===== config.mk =====
export PLATFORM = sky130hd
export DESIGN_NAME = mcs_top
export DESIGN_NICKNAME = d
export VERILOG_FILES = /design/src/pkg/mcs_pkg.sv /design/src/verilog/mcs_interval.sv /design/src/verilog/mcs_alarm_cmp.sv /design/src/verilog/mcs_top.sv
export SDC_FILE = /design/constraint.sdc
export NUM_CORES = 1
export LEC_CHECK = 0
export BUFFER_PORTS_ARGS = -buffer_cell sky130_fd_sc_hd__buf_2
export CAP_MARGIN = 20
export CORE_MARGIN = 3
export CORE_UTILIZATION = 59
export CTS_CLUSTER_DIAMETER = 60
export CTS_CLUSTER_SIZE = 10
export DETAILED_ROUTE_END_ITERATION = 16
export PLACE_DENSITY_LB_ADDON = 0.3
export SLEW_MARGIN = 20
export SYNTH_ARGS = -nofsm -noshare
export SYNTH_HDL_FRONTEND = slang
export SYNTH_SLANG_ARGS = --single-unit

===== constraint.sdc =====
create_clock -name ref_clk -period 4.1 [get_ports ref_clk]
set_input_delay 1.025 -clock ref_clk [delete_from_list [all_inputs] [get_ports ref_clk]]
set_output_delay 1.025 -clock ref_clk [all_outputs]
set_load 0.005 [all_outputs]

===== src/pkg/mcs_pkg.sv =====
// ****************************************************************
// mission control and status shared definitions
// ****************************************************************
package mcs_pkg;

    // ****************************************************************
    // register byte addresses
    // ****************************************************************
    localparam logic [15:0] MCS_ADDR_RTC_CTRL = 16'h0212; // clock_oscillator_control
    localparam logic [15:0] MCS_ADDR_SETUP = 16'h0213; // mission_setup
    localparam logic [15:0] MCS_ADDR_ALARM = 16'h0214; // alarm_flags
    localparam logic [15:0] MCS_ADDR_STATE = 16'h0215; // mission_state_flags
    localparam logic [15:0] MCS_ADDR_DELAY0 = 16'h0216; // start_delay_minutes low byte
    localparam logic [15:0] MCS_ADDR_DELAY1 = 16'h0217; // start_delay_minutes centre byte
    localparam logic [15:0] MCS_ADDR_DELAY2 = 16'h0218; // start_delay_minutes high byte
    localparam logic [15:0] MCS_ADDR_TS0 = 16'h0219; // first_sample_time, six bytes up to 021Eh
    localparam logic [15:0] MCS_ADDR_TS5 = 16'h021E;

    // ****************************************************************
    // field positions
    // ****************************************************************
    localparam int MCS_RTC_OSC_RUN = 0; // osc_run
    localparam int MCS_RTC_SEC_SEL = 1; // seconds_tick_select
    localparam int MCS_SU_LOG_EN = 0; // logging_enable
    localparam int MCS_SU_FIXED0 = 1; // host keeps this at 0
    localparam int MCS_SU_WIDE = 2; // log_format_wide
    localparam int MCS_SU_DONTCARE = 3; // no function while bit 1 is 0
    localparam int MCS_SU_ROLL = 4; // rollover_enable
    localparam int MCS_SU_SOA = 5; // start_on_alarm
    localparam int MCS_AL_LOW = 0; // low_temp_flag
    localparam int MCS_AL_HIGH = 1; // high_temp_flag
    localparam int MCS_AL_BOR = 7; // battery_reset_flag
    localparam int MCS_GS_ACTIVE = 1; // mission_active
    localparam int MCS_GS_CLEARED = 3; // log_cleared
    localparam int MCS_GS_AWAIT = 4; // awaiting_alarm

    // ****************************************************************
    // fixed read patterns and reset values
    // ****************************************************************
    localparam logic [7:0] MCS_SETUP_ONES = 8'hC0; // bits 7 and 6 always read 1
    localparam logic [7:0] MCS_ALARM_ONES = 8'h70; // bits 6 to 4 read 1
    localparam logic [7:0] MCS_STATE_ONES = 8'hC0; // bits 7 and 6 read 1
    localparam logic [5:0] MCS_SETUP_RESET = 6'h00;
    localparam logic [23:0] MCS_DELAY_RESET = 24'h000000;
    localparam logic [47:0] MCS_TS_RESET = 48'h000000000000;
    localparam logic MCS_BOR_RESET = 1'b1; // every power-on reset leaves the flag up
    localparam logic [15:0] MCS_LOG_BASE = 16'h1000; // first data-log byte

    // ****************************************************************
    // timing
    // ****************************************************************
    localparam logic [5:0] MCS_SECONDS_PER_MINUTE = 6'h3C;

    // ****************************************************************
    // carriers
    // ****************************************************************
    typedef struct packed {
        logic wr; // one-cycle write strobe
        logic rd; // one-cycle read strobe
        logic [15:0] addr; // byte address
        logic [7:0] wdata; // write byte
    } mcs_reg_req_t;

    typedef struct packed {
        logic force_conv; // forced conversion command
        logic start; // start mission command
        logic stop; // stop mission command
        logic clear; // clear memory command
    } mcs_cmd_t;

    typedef struct packed {
        logic high_en; // high alarm enable
        logic low_en; // low alarm enable
        logic [7:0] thr_high; // high threshold code
        logic [7:0] thr_low; // low threshold code
    } mcs_alarm_cfg_t;

    typedef struct packed {
        logic done; // one-cycle result strobe
        logic [7:0] msb; // result high byte
        logic [7:0] lsb; // result low byte
    } mcs_conv_t;

    typedef struct packed {
        logic wr; // one-cycle byte write
        logic [15:0] addr; // data-log byte address
        logic [7:0] data; // byte
    } mcs_log_t;

    typedef enum logic [2:0] {MS_IDLE, MS_DELAY, MS_WAIT, MS_LOG, MS_FULL} mcs_mode_t;
    typedef enum logic [1:0] {CK_NONE, CK_FORCED, CK_TEST, CK_LOG} mcs_conv_kind_t;

endpackage : mcs_pkg


===== src/verilog/mcs_interval.sv =====
`timescale 1ns/1ps
`default_nettype none
// reloading down-counter: one expire pulse every period ticks
module mcs_interval
    import mcs_pkg::*;
#(
    parameter int W = 24
) (
    input wire logic ref_clk,
    input wire logic rst_n,
    input wire logic restart, // reload without expiring
    input wire logic tick, // one count per pulse
    input wire logic [W-1:0] period, // zero behaves as one
    output logic expire // one-cycle pulse
);

    // ****************************************************************
    // state
    // ****************************************************************
    typedef struct packed {
        logic [W-1:0] count; // ticks left
        logic expire; // pulse
    } mcs_iv_state_t;

    mcs_iv_state_t s; // registered state
    mcs_iv_state_t next_s; // next state
    logic [W-1:0] load; // effective period

    // next state: a zero period is bent to one, so it expires on every tick
    always_comb begin
        load = (period == '0) ? W'(1) : period;
        next_s = s;
        next_s.expire = 1'b0;
        if (restart) begin
            next_s.count = load;
        end else if (tick) begin
            if (s.count <= W'(1)) begin
                next_s.expire = 1'b1;
                next_s.count = load;
            end else begin
                next_s.count = s.count - W'(1);
            end
        end
    end

    // registers
    always_ff @(posedge ref_clk or negedge rst_n) begin
        if (!rst_n) begin
            s <= '0;
        end else begin
            s <= next_s;
        end
    end

    assign expire = s.expire;

endmodule : mcs_interval
`default_nettype wire


===== src/verilog/mcs_alarm_cmp.sv =====
`timescale 1ns/1ps
`default_nettype none
// threshold comparison on the result high byte only
module mcs_alarm_cmp
    import mcs_pkg::*;
(
    input wire mcs_alarm_cfg_t cfg,
    input wire logic [7:0] msb,
    output logic hi, // at or above high threshold, enabled
    output logic lo // at or below low threshold, enabled
);

    // compare: both limits inclusive
    always_comb begin
        hi = cfg.high_en && (msb >= cfg.thr_high); // RULE14
        lo = cfg.low_en && (msb <= cfg.thr_low); // RULE15
    end

endmodule : mcs_alarm_cmp
`default_nettype wire


===== src/verilog/mcs_top.sv =====
//
// Contract
// RULE1: select bit one: minutes at 0, seconds at 1
// RULE2: oscillator run bit starts or stops the clock
// RULE3: forced conversion or start sets oscillator run
// RULE4: setup read-only in mission; bits 7,6 read 1
// RULE5: host writes setup bit 1 as zero
// RULE6: start-on-alarm waits for alarm, logs alarming sample
// RULE7: alarm-test conversions leave sample counter alone
// RULE8: rollover wraps log to its start
// RULE9: no rollover: stop logging, mission stays active
// RULE10: wide format, high byte at lower address
// RULE11: logging enable needed; log starts at 1000h
// RULE12: alarm flags read-only, fixed bits, cleared together
// RULE13: battery reset flag set after power-on reset
// RULE14: high flag at or above high threshold
// RULE15: low flag at or below low threshold
// RULE16: awaiting flag set by alarm-mode start, cleared by alarm
// RULE17: host clears stale awaiting flag via forced conversion
// RULE18: log-cleared set by clear, dropped by start
// RULE19: start only succeeds while log-cleared is set
// RULE20: mission-active shows a mission in progress
// RULE21: state flags read-only with fixed filler bits
// RULE22: start delay counts minutes before first sample
// RULE23: alarm tests wait for the start delay
// RULE24: timestamp captures time of first sample
// RULE25: stopped oscillator freezes sample and delay counting
//
`timescale 1ns/1ps
`default_nettype none
module mcs_top
    import mcs_pkg::*;
(
    input wire logic ref_clk,
    input wire logic rst_n,
    input wire mcs_reg_req_t reg_req, // byte register access
    output logic [7:0] reg_rdata, // read byte, one cycle after rd
    output logic reg_rvalid, // read data strobe
    input wire mcs_cmd_t cmd, // mission commands, one-cycle pulses
    input wire logic sec_tick, // one pulse per RTC second
    input wire logic [47:0] rtc_time, // current RTC date and time
    input wire logic [13:0] sample_rate, // sample interval in units
    input wire mcs_alarm_cfg_t alarm_cfg, // thresholds and enables
    input wire mcs_conv_t conv, // conversion result
    input wire logic log_full, // current log address is the last one
    output logic conv_req, // start a conversion, pulse
    output logic conv_narrow, // requested conversion is 8-bit
    output mcs_log_t log_out, // data-log byte writes
    output logic sample_inc, // advance mission sample counter, pulse
    output logic sample_clr, // zero mission sample counter, pulse
    output logic osc_running // oscillator run bit
);

    // ****************************************************************
    // state
    // ****************************************************************
    typedef struct packed {
        mcs_mode_t st; // mission mode
        logic osc_run; // oscillator running
        logic sec_sel; // seconds_tick_select
        logic [5:0] setup; // mission_setup bits 5..0
        logic [23:0] delay; // start_delay_minutes
        logic [47:0] ts; // first_sample_time
        logic ts_taken; // first sample already stamped
        logic bor; // battery_reset_flag
        logic high_temp_flag; // high_temp_flag
        logic low_temp_flag; // low_temp_flag
        logic await; // awaiting_alarm
        logic cleared; // log_cleared
        mcs_conv_kind_t kind; // outstanding conversion
        logic conv_req; // request pulse
        logic conv_narrow; // request width
        mcs_log_t log; // byte write
        logic [15:0] log_addr; // next data-log address
        logic lsb_pend; // low byte still to write
        logic [7:0] lsb_byte; // held low byte
        logic [7:0] rdata; // read data
        logic rvalid; // read strobe
        logic sample_inc; // pulse
        logic sample_clr; // pulse
    } mcs_state_t;

    mcs_state_t s; // registered state
    mcs_state_t next_s; // next state
    logic active; // a mission is running
    logic osc_tick; // seconds that pass while the oscillator runs
    logic minute_tick; // minute pulse
    logic unit_tick; // sample rate unit pulse
    logic sample_due; // sample interval elapsed
    logic delay_done; // start delay elapsed
    logic restart_iv; // realign sample interval counter
    logic hi; // high alarm on current result
    logic lo; // low alarm on current result
    logic start_ok; // start command accepted
    logic [7:0] rd_mux; // read multiplexer
    logic log_sample; // result is to be logged
    logic [7:0] log_lsb; // low byte to log

    // ****************************************************************
    // time base
    // ****************************************************************
    // counters see no ticks while stopped
    always_comb begin
        active = (s.st != MS_IDLE);
        osc_tick = sec_tick && s.osc_run; // RULE25
        unit_tick = s.sec_sel ? osc_tick : minute_tick; // RULE1
        start_ok = cmd.start && !active && s.cleared && s.setup[MCS_SU_LOG_EN]; // RULE19 RULE11
        restart_iv = start_ok || (s.st == MS_DELAY && delay_done);
    end

    mcs_interval #(.W(6)) u_minute (
        .ref_clk(ref_clk),
        .rst_n(rst_n),
        .restart(start_ok),
        .tick(osc_tick),
        .period(MCS_SECONDS_PER_MINUTE),
        .expire(minute_tick)
    );

    mcs_interval #(.W(14)) u_sample (
        .ref_clk(ref_clk),
        .rst_n(rst_n),
        .restart(restart_iv),
        .tick(unit_tick),
        .period(sample_rate),
        .expire(sample_due)
    );

    mcs_interval #(.W(24)) u_delay (
        .ref_clk(ref_clk),
        .rst_n(rst_n),
        .restart(start_ok),
        .tick(minute_tick), // RULE22
        .period(s.delay),
        .expire(delay_done)
    );

    mcs_alarm_cmp u_cmp (
        .cfg(alarm_cfg),
        .msb(conv.msb),
        .hi(hi),
        .lo(lo)
    );

    // ****************************************************************
    // read multiplexer
    // ****************************************************************
    // unmapped addresses read as zero
    always_comb begin
        rd_mux = 8'h00;
        unique case (reg_req.addr)
            MCS_ADDR_RTC_CTRL: rd_mux = {6'h00, s.sec_sel, s.osc_run};
            MCS_ADDR_SETUP: rd_mux = MCS_SETUP_ONES | {2'h0, s.setup}; // RULE4
            MCS_ADDR_ALARM: rd_mux = MCS_ALARM_ONES | {s.bor, 5'h00, s.high_temp_flag, s.low_temp_flag}; // RULE12 RULE13
            MCS_ADDR_STATE: rd_mux = MCS_STATE_ONES | {3'h0, s.await, s.cleared, 1'b0, active, 1'b0}; // RULE21 RULE20
            MCS_ADDR_DELAY0: rd_mux = s.delay[7:0];
            MCS_ADDR_DELAY1: rd_mux = s.delay[15:8];
            MCS_ADDR_DELAY2: rd_mux = s.delay[23:16];
            default: begin
                if (reg_req.addr >= MCS_ADDR_TS0 && reg_req.addr <= MCS_ADDR_TS5) begin
                    rd_mux = s.ts[8 * 3'(reg_req.addr - MCS_ADDR_TS0) +: 8];
                end
            end
        endcase
    end

    // ****************************************************************
    // next state
    // ****************************************************************
    // the later effect wins for every flag: command effects come first, results after
    always_comb begin
        next_s = s;
        next_s.conv_req = 1'b0;
        next_s.log.wr = 1'b0;
        next_s.rvalid = reg_req.rd;
        next_s.sample_inc = 1'b0;
        next_s.sample_clr = 1'b0;
        log_sample = 1'b0;
        log_lsb = s.setup[MCS_SU_WIDE] ? conv.lsb : 8'h00;
        if (reg_req.rd) begin
            next_s.rdata = rd_mux;
        end
        // register writes: configuration is frozen during a mission
        if (reg_req.wr && !active) begin
            unique case (reg_req.addr)
                MCS_ADDR_RTC_CTRL: begin
                    next_s.osc_run = reg_req.wdata[MCS_RTC_OSC_RUN]; // RULE2
                    next_s.sec_sel = reg_req.wdata[MCS_RTC_SEC_SEL]; // RULE1
                end
                MCS_ADDR_SETUP: next_s.setup = reg_req.wdata[5:0]; // RULE4 RULE5
                MCS_ADDR_DELAY0: next_s.delay[7:0] = reg_req.wdata;
                MCS_ADDR_DELAY1: next_s.delay[15:8] = reg_req.wdata;
                MCS_ADDR_DELAY2: next_s.delay[23:16] = reg_req.wdata;
                default: begin
                    next_s.delay = next_s.delay; // read-only or foreign address
                end
            endcase
        end
        // commands
        if (cmd.force_conv || cmd.start) begin
            next_s.osc_run = 1'b1; // RULE3
        end
        if (cmd.force_conv && s.kind == CK_NONE) begin
            next_s.kind = CK_FORCED;
            next_s.conv_req = 1'b1;
            next_s.conv_narrow = !s.setup[MCS_SU_WIDE];
        end
        if (cmd.clear && !active) begin
            next_s.ts = MCS_TS_RESET; // RULE18
            next_s.ts_taken = 1'b0;
            next_s.high_temp_flag = 1'b0; // RULE12
            next_s.low_temp_flag = 1'b0;
            next_s.bor = 1'b0;
            next_s.cleared = 1'b1; // RULE18
            next_s.sample_clr = 1'b1;
        end
        if (start_ok) begin
            next_s.cleared = 1'b0; // RULE18
            next_s.await = s.setup[MCS_SU_SOA]; // RULE16
            next_s.log_addr = MCS_LOG_BASE; // RULE11
            next_s.lsb_pend = 1'b0;
            next_s.st = (s.delay != '0) ? MS_DELAY : (s.setup[MCS_SU_SOA] ? MS_WAIT : MS_LOG); // RULE22 RULE23
            if (s.delay == '0) begin
                next_s.kind = s.setup[MCS_SU_SOA] ? CK_TEST : CK_LOG;
                next_s.conv_req = 1'b1;
                next_s.conv_narrow = s.setup[MCS_SU_SOA] || !s.setup[MCS_SU_WIDE]; // RULE6
            end
        end
        if (cmd.stop && active) begin
            next_s.st = MS_IDLE; // RULE20
        end
        // sampling: the delay end takes the first sample at once
        if (((s.st == MS_DELAY && delay_done) || ((s.st == MS_WAIT || s.st == MS_LOG) && sample_due))
            && !cmd.stop && s.kind == CK_NONE) begin
            next_s.kind = (s.st == MS_LOG) ? CK_LOG : (s.setup[MCS_SU_SOA] ? CK_TEST : CK_LOG); // RULE23
            next_s.conv_req = 1'b1;
            next_s.conv_narrow = (next_s.kind == CK_TEST) || !s.setup[MCS_SU_WIDE]; // RULE6 RULE10
            if (s.st == MS_DELAY) begin
                next_s.st = s.setup[MCS_SU_SOA] ? MS_WAIT : MS_LOG;
            end
        end
        // results
        if (conv.done && s.kind != CK_NONE) begin
            next_s.kind = CK_NONE;
            if (hi || lo) begin
                next_s.await = 1'b0; // RULE16 RULE17
            end
            if (s.kind == CK_FORCED || active) begin
                next_s.high_temp_flag |= hi; // RULE14
                next_s.low_temp_flag |= lo; // RULE15
            end
            if (s.kind == CK_TEST && s.st == MS_WAIT && (hi || lo)) begin
                log_sample = 1'b1; // RULE6
                log_lsb = 8'h00;
                next_s.st = MS_LOG;
            end else if (s.kind == CK_LOG && s.st == MS_LOG) begin
                log_sample = 1'b1;
                next_s.sample_inc = 1'b1; // RULE7
            end
        end
        // data-log byte writes
        if (log_sample) begin
            if (!s.ts_taken) begin
                next_s.ts = rtc_time; // RULE24
                next_s.ts_taken = 1'b1;
            end
            next_s.log.wr = 1'b1;
            next_s.log.addr = s.log_addr;
            next_s.log.data = conv.msb; // RULE10
            next_s.lsb_pend = s.setup[MCS_SU_WIDE];
            next_s.lsb_byte = log_lsb;
        end else if (s.lsb_pend && !s.log.wr && s.st == MS_LOG) begin
            next_s.log.wr = 1'b1;
            next_s.log.addr = s.log_addr;
            next_s.log.data = s.lsb_byte; // RULE10
            next_s.lsb_pend = 1'b0;
        end
        // address advance after each byte the log takes
        if (s.log.wr) begin
            if (log_full) begin
                if (s.setup[MCS_SU_ROLL]) begin
                    next_s.log_addr = MCS_LOG_BASE; // RULE8
                end else begin
                    next_s.lsb_pend = 1'b0;
                    if (next_s.st == MS_LOG) begin
                        next_s.st = MS_FULL; // RULE9
                    end
                end
            end else begin
                next_s.log_addr = s.log_addr + 16'h0001;
            end
        end
    end

    // ****************************************************************
    // registers
    // ****************************************************************
    // reset takes constants only; the battery flag rises with every reset
    always_ff @(posedge ref_clk or negedge rst_n) begin
        if (!rst_n) begin
            s <= '0;
            s.st <= MS_IDLE;
            s.kind <= CK_NONE;
            s.setup <= MCS_SETUP_RESET;
            s.delay <= MCS_DELAY_RESET;
            s.ts <= MCS_TS_RESET;
            s.bor <= MCS_BOR_RESET; // RULE13
            s.log_addr <= MCS_LOG_BASE;
        end else begin
            s <= next_s;
        end
    end

    // ****************************************************************
    // outputs, all from flip-flops
    // ****************************************************************
    assign reg_rdata = s.rdata;
    assign reg_rvalid = s.rvalid;
    assign conv_req = s.conv_req;
    assign conv_narrow = s.conv_narrow;
    assign log_out = s.log;
    assign sample_inc = s.sample_inc;
    assign sample_clr = s.sample_clr;
    assign osc_running = s.osc_run;

endmodule : mcs_top
`default_nettype wire


Word level (Yosys, flattened, before mapping)
Cells that the tools add are included.

Add/sub/neg operators: 5. Magnitude comparators: 7. Equality and inequality tests: 15. Shift-type cells: 1. Multiplexer cells: 72. Bitwise logic cells: 2. Reductions and logical operators: 52.

Operator list (count): $eq A16 B10 Y1 const B (7); $mux W49 (2); $mux W25 (3); $mux W24 (3); $mux W8 (7); $pmux W8 S7 (1); $mux W52 (1); $shiftx A48 B7 Y8 (1); $mux W14 (3); $mux W3 (12); $mux W17 (2); $mux W16 (2); $mux W32 (1); $le A24 B1 Y1 const B (1); $logic_not A24 Y1 (1); $mux W6 (4); $reduce_bool A24 Y1 (1); $sub A24 B1 Y24 const B (1); $mux W1 (23); $logic_and A1 B1 Y1 (21); $add A16 B1 Y16 const B (1); $ge A16 B10 Y1 const B (1); $le A16 B10 Y1 const B (1); $reduce_bool A2 Y1 (8); other kinds (22) (46).

Bits in registers: 201. Input port bits: 131. Output and inout port bits: 39. Word-level logic and storage cells: 187.

Logic depth before layout (Yosys ltp)
Depth in word-level cells: 16. Mapped depth: 11. Gate-level depth less buffers: 8.

Cells and area by module
From an unflattened synthesis, not the netlist that was laid out.

Cell total of the unflattened synthesis: 1160. Area, all modules: 11126.9 um^2.

Modules (own cells, without submodules): mcs_top (times used 1, cells an instance 739, area each 7574.8 um^2, seq. area each 3856.2 um^2); mcs_interval (u_delay) (times used 1, cells an instance 197, area each 1629.1 um^2, seq. area each 625.6 um^2); mcs_interval (u_sample) (times used 1, cells an instance 118, area each 1056.0 um^2, seq. area each 375.4 um^2); mcs_interval (u_minute) (times used 1, cells an instance 52, area each 465.4 um^2, seq. area each 175.2 um^2); mcs_alarm_cmp (times used 1, cells an instance 54, area each 401.6 um^2, seq. area each 0.0 um^2).

Worst setup path before layout
No wires, ideal clock.

Path kind: input to register. Start point: in reg_req[8] (netlist name). End point: reg s (netlist bit reg_rdata[2]). Library setup time: 78 ps. Data arrival time: 3712 ps. Data required time: 4022 ps. Path slack: 310 ps. Cell stages on the path: 10. Buffers on the path: 3. Path through: clkbuf_1 > clkbuf_1 > inv_1 > ha_1 > clkbuf_1 > o22ai_1 > a22oi_1 > nor4_1 > a21oi_1 > a21oi_1.

Cells in the longest elaborated chain, start to end: 4. Elaborated cells between the ends (all ways): 14. Classes of those cells: add/sub: 1; order compare: 2; eq/ne: 7; shift: 1; mux: 2; reduce/logical: 1.

RTL lines: start, declared (line mcs_top.sv:36) `input wire mcs_reg_req_t reg_req,`; $sub A3 B1 Y3, or another cell as far along (line mcs_top.sv:161) `rd_mux = s.ts[8 * 3'(reg_req.addr - MCS_ADDR_TS0) +: 8];`; $shiftx A48 B7 Y8 or $logic_and A1 B1 Y1 (tied branches) (line mcs_top.sv:161, mcs_top.sv:160); $mux W8 (line mcs_top.sv:160) `if (reg_req.addr >= MCS_ADDR_TS0 && reg_req.addr <= MCS_ADDR_TS5) begin`; $pmux W8 S7 (*) (line mcs_top.sv:151) `unique case (reg_req.addr)`; end signal, assigned (line mcs_top.sv:310) `s <= next_s;`; end, declared (line mcs_top.sv:83) `mcs_state_t s;`.

Mark *: on every way between the ends. The rest lies on a longest branch, timed or not. A chain may end at the register's enable or synchronous reset.

Worst setup path in the final report
Start point: in alarm_cfg[14] (netlist name). End point: reg s (netlist bit log_out[12]).

Cells in the longest elaborated chain, start to end: 7. Elaborated cells between the ends (all ways): 8. Classes of those cells: order compare: 1; mux: 3; reduce/logical: 4.

RTL lines: start, declared (line mcs_top.sv:43) `input wire mcs_alarm_cfg_t alarm_cfg,`; $ge A8 B8 Y1 (*) (line mcs_alarm_cmp.sv:15) `hi = cfg.high_en && (msb >= cfg.thr_high);`; $logic_and A1 B1 Y1 (*) (line mcs_alarm_cmp.sv:15); $logic_or A1 B1 Y1 (*) (line mcs_top.sv:252) `if (s.kind == CK_TEST && s.st == MS_WAIT && (hi || lo)) begin`; $logic_and A1 B1 Y1 (*) (line mcs_top.sv:252); $mux W1 (*) (line mcs_top.sv:252); $mux W1 (*) (line mcs_top.sv:243) `if (conv.done && s.kind != CK_NONE) begin`; $mux W25 or $reduce_bool A2 Y1 (tied branches).

Marks and branches as above.

==> results list <==
- Pins over their slew limit: 0
- CTS built an H-tree with a depth of 1.
- The die is 143.4 um tall.
- For this run, the leading register cell type out of synthesis is dfrtp_1.
- Total core area: 18270 um^2
- The worst pin sits at a relative slew slack of 41.26%.
* Sequential share of power: 47.0%
* Final weighted congestion in routability-driven placement: 1.007
- TritonCTS built the clock tree.
- FMAX: 0.3363 GHz
- Synthesized net count: 1305
* Cell variety after synth: 73
- CP max stage delay: 370 ps
- Clock buffers created by TritonCTS: 24
- Slew at the pin closest to its max-slew limit: 874.4 ps
* WP data required: 4490 ps
- Clk slew on worst S/H paths: 60 ps
- Width of the die: 143.4 um
- The number of buffers and inverters on the critical path is 4.
* Power per cell area: 355.0 nW/um^2
- Summing every instance area after synthesis gives 11140 um^2.
* Sequential element share of the synthesized area: 45.19%
* Placed wire-length estimate: 21160 um
- Wire length reported by the detailed router: 29200 um
* Maximum fanout count along the critical path: 17
* Clock latency of the later-clocked register in the worst-skew pair: 510 ps
- Number of detailed-routing iterations run before antenna repair: 5
- Post-DR vias/cell: 6.046
- Count of boundary I/O pins: 170
* Post-route standard cell area excluding fillers: 12730 um^2
- In the final design database the tool counted 1439 nets.
- Row generation in the floorplan step produced 49 rows.
* Internal power consumption: 3377 uW
- After detailed routing, the average wire length per cell comes to 19.11 um.
* Post-detailed-route count of antenna-violating nets: 0
- Cell area after placement: 12020 um^2
* Result of the run: finished clean
* Post-Synthesis Cells: 1146
- After layout, the minimum clock period comes to 2974 ps.
- IR Drop Worst-Case VDD: 0.2746 mV
- Traced cell by cell, the critical path runs through buf_2 > inv_1 > ha_1 > and3_1 > a221o_1 > a22oi_1 > o31ai_1 > buf_4 > a211oi_2 > buf_4 > mux2_2.
- The setup path with the least slack is of type in -> reg.
- # hold bufs at CTS: 0
- Ranked by total cell area, the synthesized netlist is headed by dfrtp_1 (45%), mux2_2 (5.9%), mux2i_1 (5.7%).
- The count of buffers added on input and output ports is 169.
* Most prevalent standard cell on the critical path: buf_4
- Total global routing overflow: 0
- Counting flops with an async set or reset pin after synthesis yields a share of 100.0%.
* Largest buffer count on any clock path: 3
- The Yosys step of the flow raised 0 warnings.
* Number of hold-slack violations in the final timing report: 0
- The die covers 20560 um^2.
- Post-CTS setup repair buffer count: 0
- Clock group share of total power: 42.9%
* Total GRT Usage: 28.07%
- The area growth from synthesis to layout is 14.28%.
- Endpoint arrival time on the critical path: 3360 ps
- Kind of start point of the critical path: input pin
- After synthesis the netlist holds a flip-flop and latch count of 201.
* Effective utilization at floorplan: 60.96%
* Sw Pwr: 1141 uW
- Maximum capacitance violations: 0
* Number of global-route vias before repair: 9031
- CTS sink cnt: 201
* Final count of negative-setup-slack endpoints: 0
- Number of DRC markers after the initial detailed-route iteration: 821
- The share of total power dissipated in combinational logic is 10.1%.
* Global-route wire length before repair: 46620 um
- Number of enable flip-flop cells after synthesis: 0
- On the critical path, the stage with the largest delay is an instance of mux2_2.
- Setup repair after global routing left no endpoint under its margin.
* Residual DRC count: 0
- The cell family contributing the most delay on the critical path is compound AO/OA/AOI/OAI gates.
- After layout, the worst path uses 72.53% of the clock period.
- After routing, the total negative slack on setup checks comes to 0 ps.
- The tree is rooted in a clkbuf_16.
- Maximum number of pins on one net before global-route repair: 92
* Post-synthesis cell type with the largest combined area: dfrtp_1
* Switch share: 25.25%
- Number of antenna violations at the first check in global routing: 2
- Between clock sinks in the finished design, the worst skew comes to 17.17 ps.
- Across all layers, the routed design uses 9238 vias.
* Share of post-route cells with drive strength above 1: 23.04%
- STA classifies the critical path endpoint as a flip-flop.
- Total of cells resized after clock tree synthesis: 0
- Synth Area per Inst: 9.718 um^2
- The min-delay analysis places its worst path in the category reg -> reg.
* Core utilization of the finished layout: 69.66%
- Standby leakage power: 0.006523 uW
- In this run the biggest area consumer among cell types represents 44.71% of the synthesized area.
## kinds of logic (layout without fill, tap and decap cells)
family | after synthesis | count (layout) | synth area share, %
multiplexers | 129 | 129 | 13.14
XOR/XNOR | 14 | 14 | 1.101
buffers and inverters | 171 | 323 | 7.112
AND/OR/NAND/NOR | 373 | 373 | 15.74
other | 0 | 1 | 0
AO/OA/AOI/OAI | 230 | 230 | 14.57
adder cells (fa/ha/maj) | 28 | 28 | 3.146
flip-flops | 201 | 201 | 45.19
## cell usage after synthesis (10+ instances only)
cell type	count
dfrtp_1	199
nand2_1	152
inv_1	91
nor2_1	73
mux2i_1	63
o21ai_0	59
mux2_2	58
buf_4	33
clkbuf_1	31
a21oi_1	29
ha_1	28
nor3_1	26
nand3_1	25
nor4_1	19
a22o_1	16
a221o_1	15
a31oi_1	14
o31ai_1	14
and3_1	12
nand4_1	12
a32oi_1	10
## tightest hold or removal path: stages (launching register included)
cell and delay [ps]:
dfrtp_1 340, nand2_1 50, o41ai_1 60
## per-stage QoR
stage | hold slack, ps | cells | worst slack (ps) | total power, uW
6_report | 485.0 | 1528 | 1126 | 4518
5_1_grt | 506.4 | 1528 | 1009 | 4697
4_1_cts | 487.2 | 1527 | 1150 | 4548
3_5_place_dp | 475.3 | 1483 | 624.4 | 2612
3_3_place_gp | 469.0 | 1483 | 702.9 | 2595
2_1_floorplan | 443.0 | 1146 | 309.8 | 2402
## final timing paths
check / from / to / cells after the start / slack, ps
max in group asynchronous: rst_n / s[32]$_DFF_PN1_ / 2 / 2660
worst min-delay path: s[67]$_DFF_PN0_ / s[67]$_DFF_PN0_ / 2 / 490
worst min register to register: s[67]$_DFF_PN0_ / s[67]$_DFF_PN0_ / 2 / 490
worst max-delay path: alarm_cfg[14] / log_out[12]$_DFFE_PN0P_ / 11 / 1130
worst max register to register: s[151]$_DFF_PN0_ / u_delay.s[10]$_DFFE_PN0P_ / 7 / 1180
min in group asynchronous: rst_n / u_sample.s[3]$_DFFE_PN0P_ / 1 / 590
## layout by cell type (no fill, tap or decap), types with 18 or more instances in the layout
master	Yosys	final
nor2_1	73	73
mux2i_1	63	63
o21ai_0	59	59
buf_2	9	168
nor4_1	19	19
nor3_1	26	26
dfrtp_1	199	199
clkbuf_16	0	25
nand3_1	25	25
inv_1	91	91
nand2_1	152	152
ha_1	28	28
a21oi_1	29	29
mux2_2	58	58
clkbuf_1	31	18
## flip-flops by register name, summed over array words and instances, names as in the netlist, 6 cells and up
signal      cells
u_minute.s      6
s             115
u_sample.s     14
log_out        25
u_delay.s      24
reg_rdata       8
## cell type report
class / instances / area (um^2)
Antenna cell: 1 / 2.502
Sequential cell: 201 / 5032
Fill cell: 1379 / 5543
Timing Repair Buffer: 188 / 1035
Tap cell: 229 / 286.5
Clock inverter: 1 / 8.758
Clock buffer: 43 / 693.2
Inverter: 91 / 341.6
Multi-Input combinational cell: 774 / 5328
## power by group through the flow
stage	Combinational [uW]	Clock, uW	Sequential (uW)
floorplan	265	0	2140
global placement	444	0	2150
detailed placement	458	0	2150
CTS	460	1970	2120
global route	519	2050	2130
finish	458	1940	2120
## routing by layer
| layer | up-vias | GRT usage [%] | wire length (um) |
|---|---|---|---|
| met2 | 388 | 46.15 | 14020 |
| li1 | 4356 | - | - |
| met1 | 4406 | 37.81 | 12000 |
| met3 | 86 | 5.491 | 2150 |
| met5 | - | 0 | 13 |
| met4 | 2 | 9.118 | 1008 |
No activity file was read; power rests on OpenSTA's default activity.
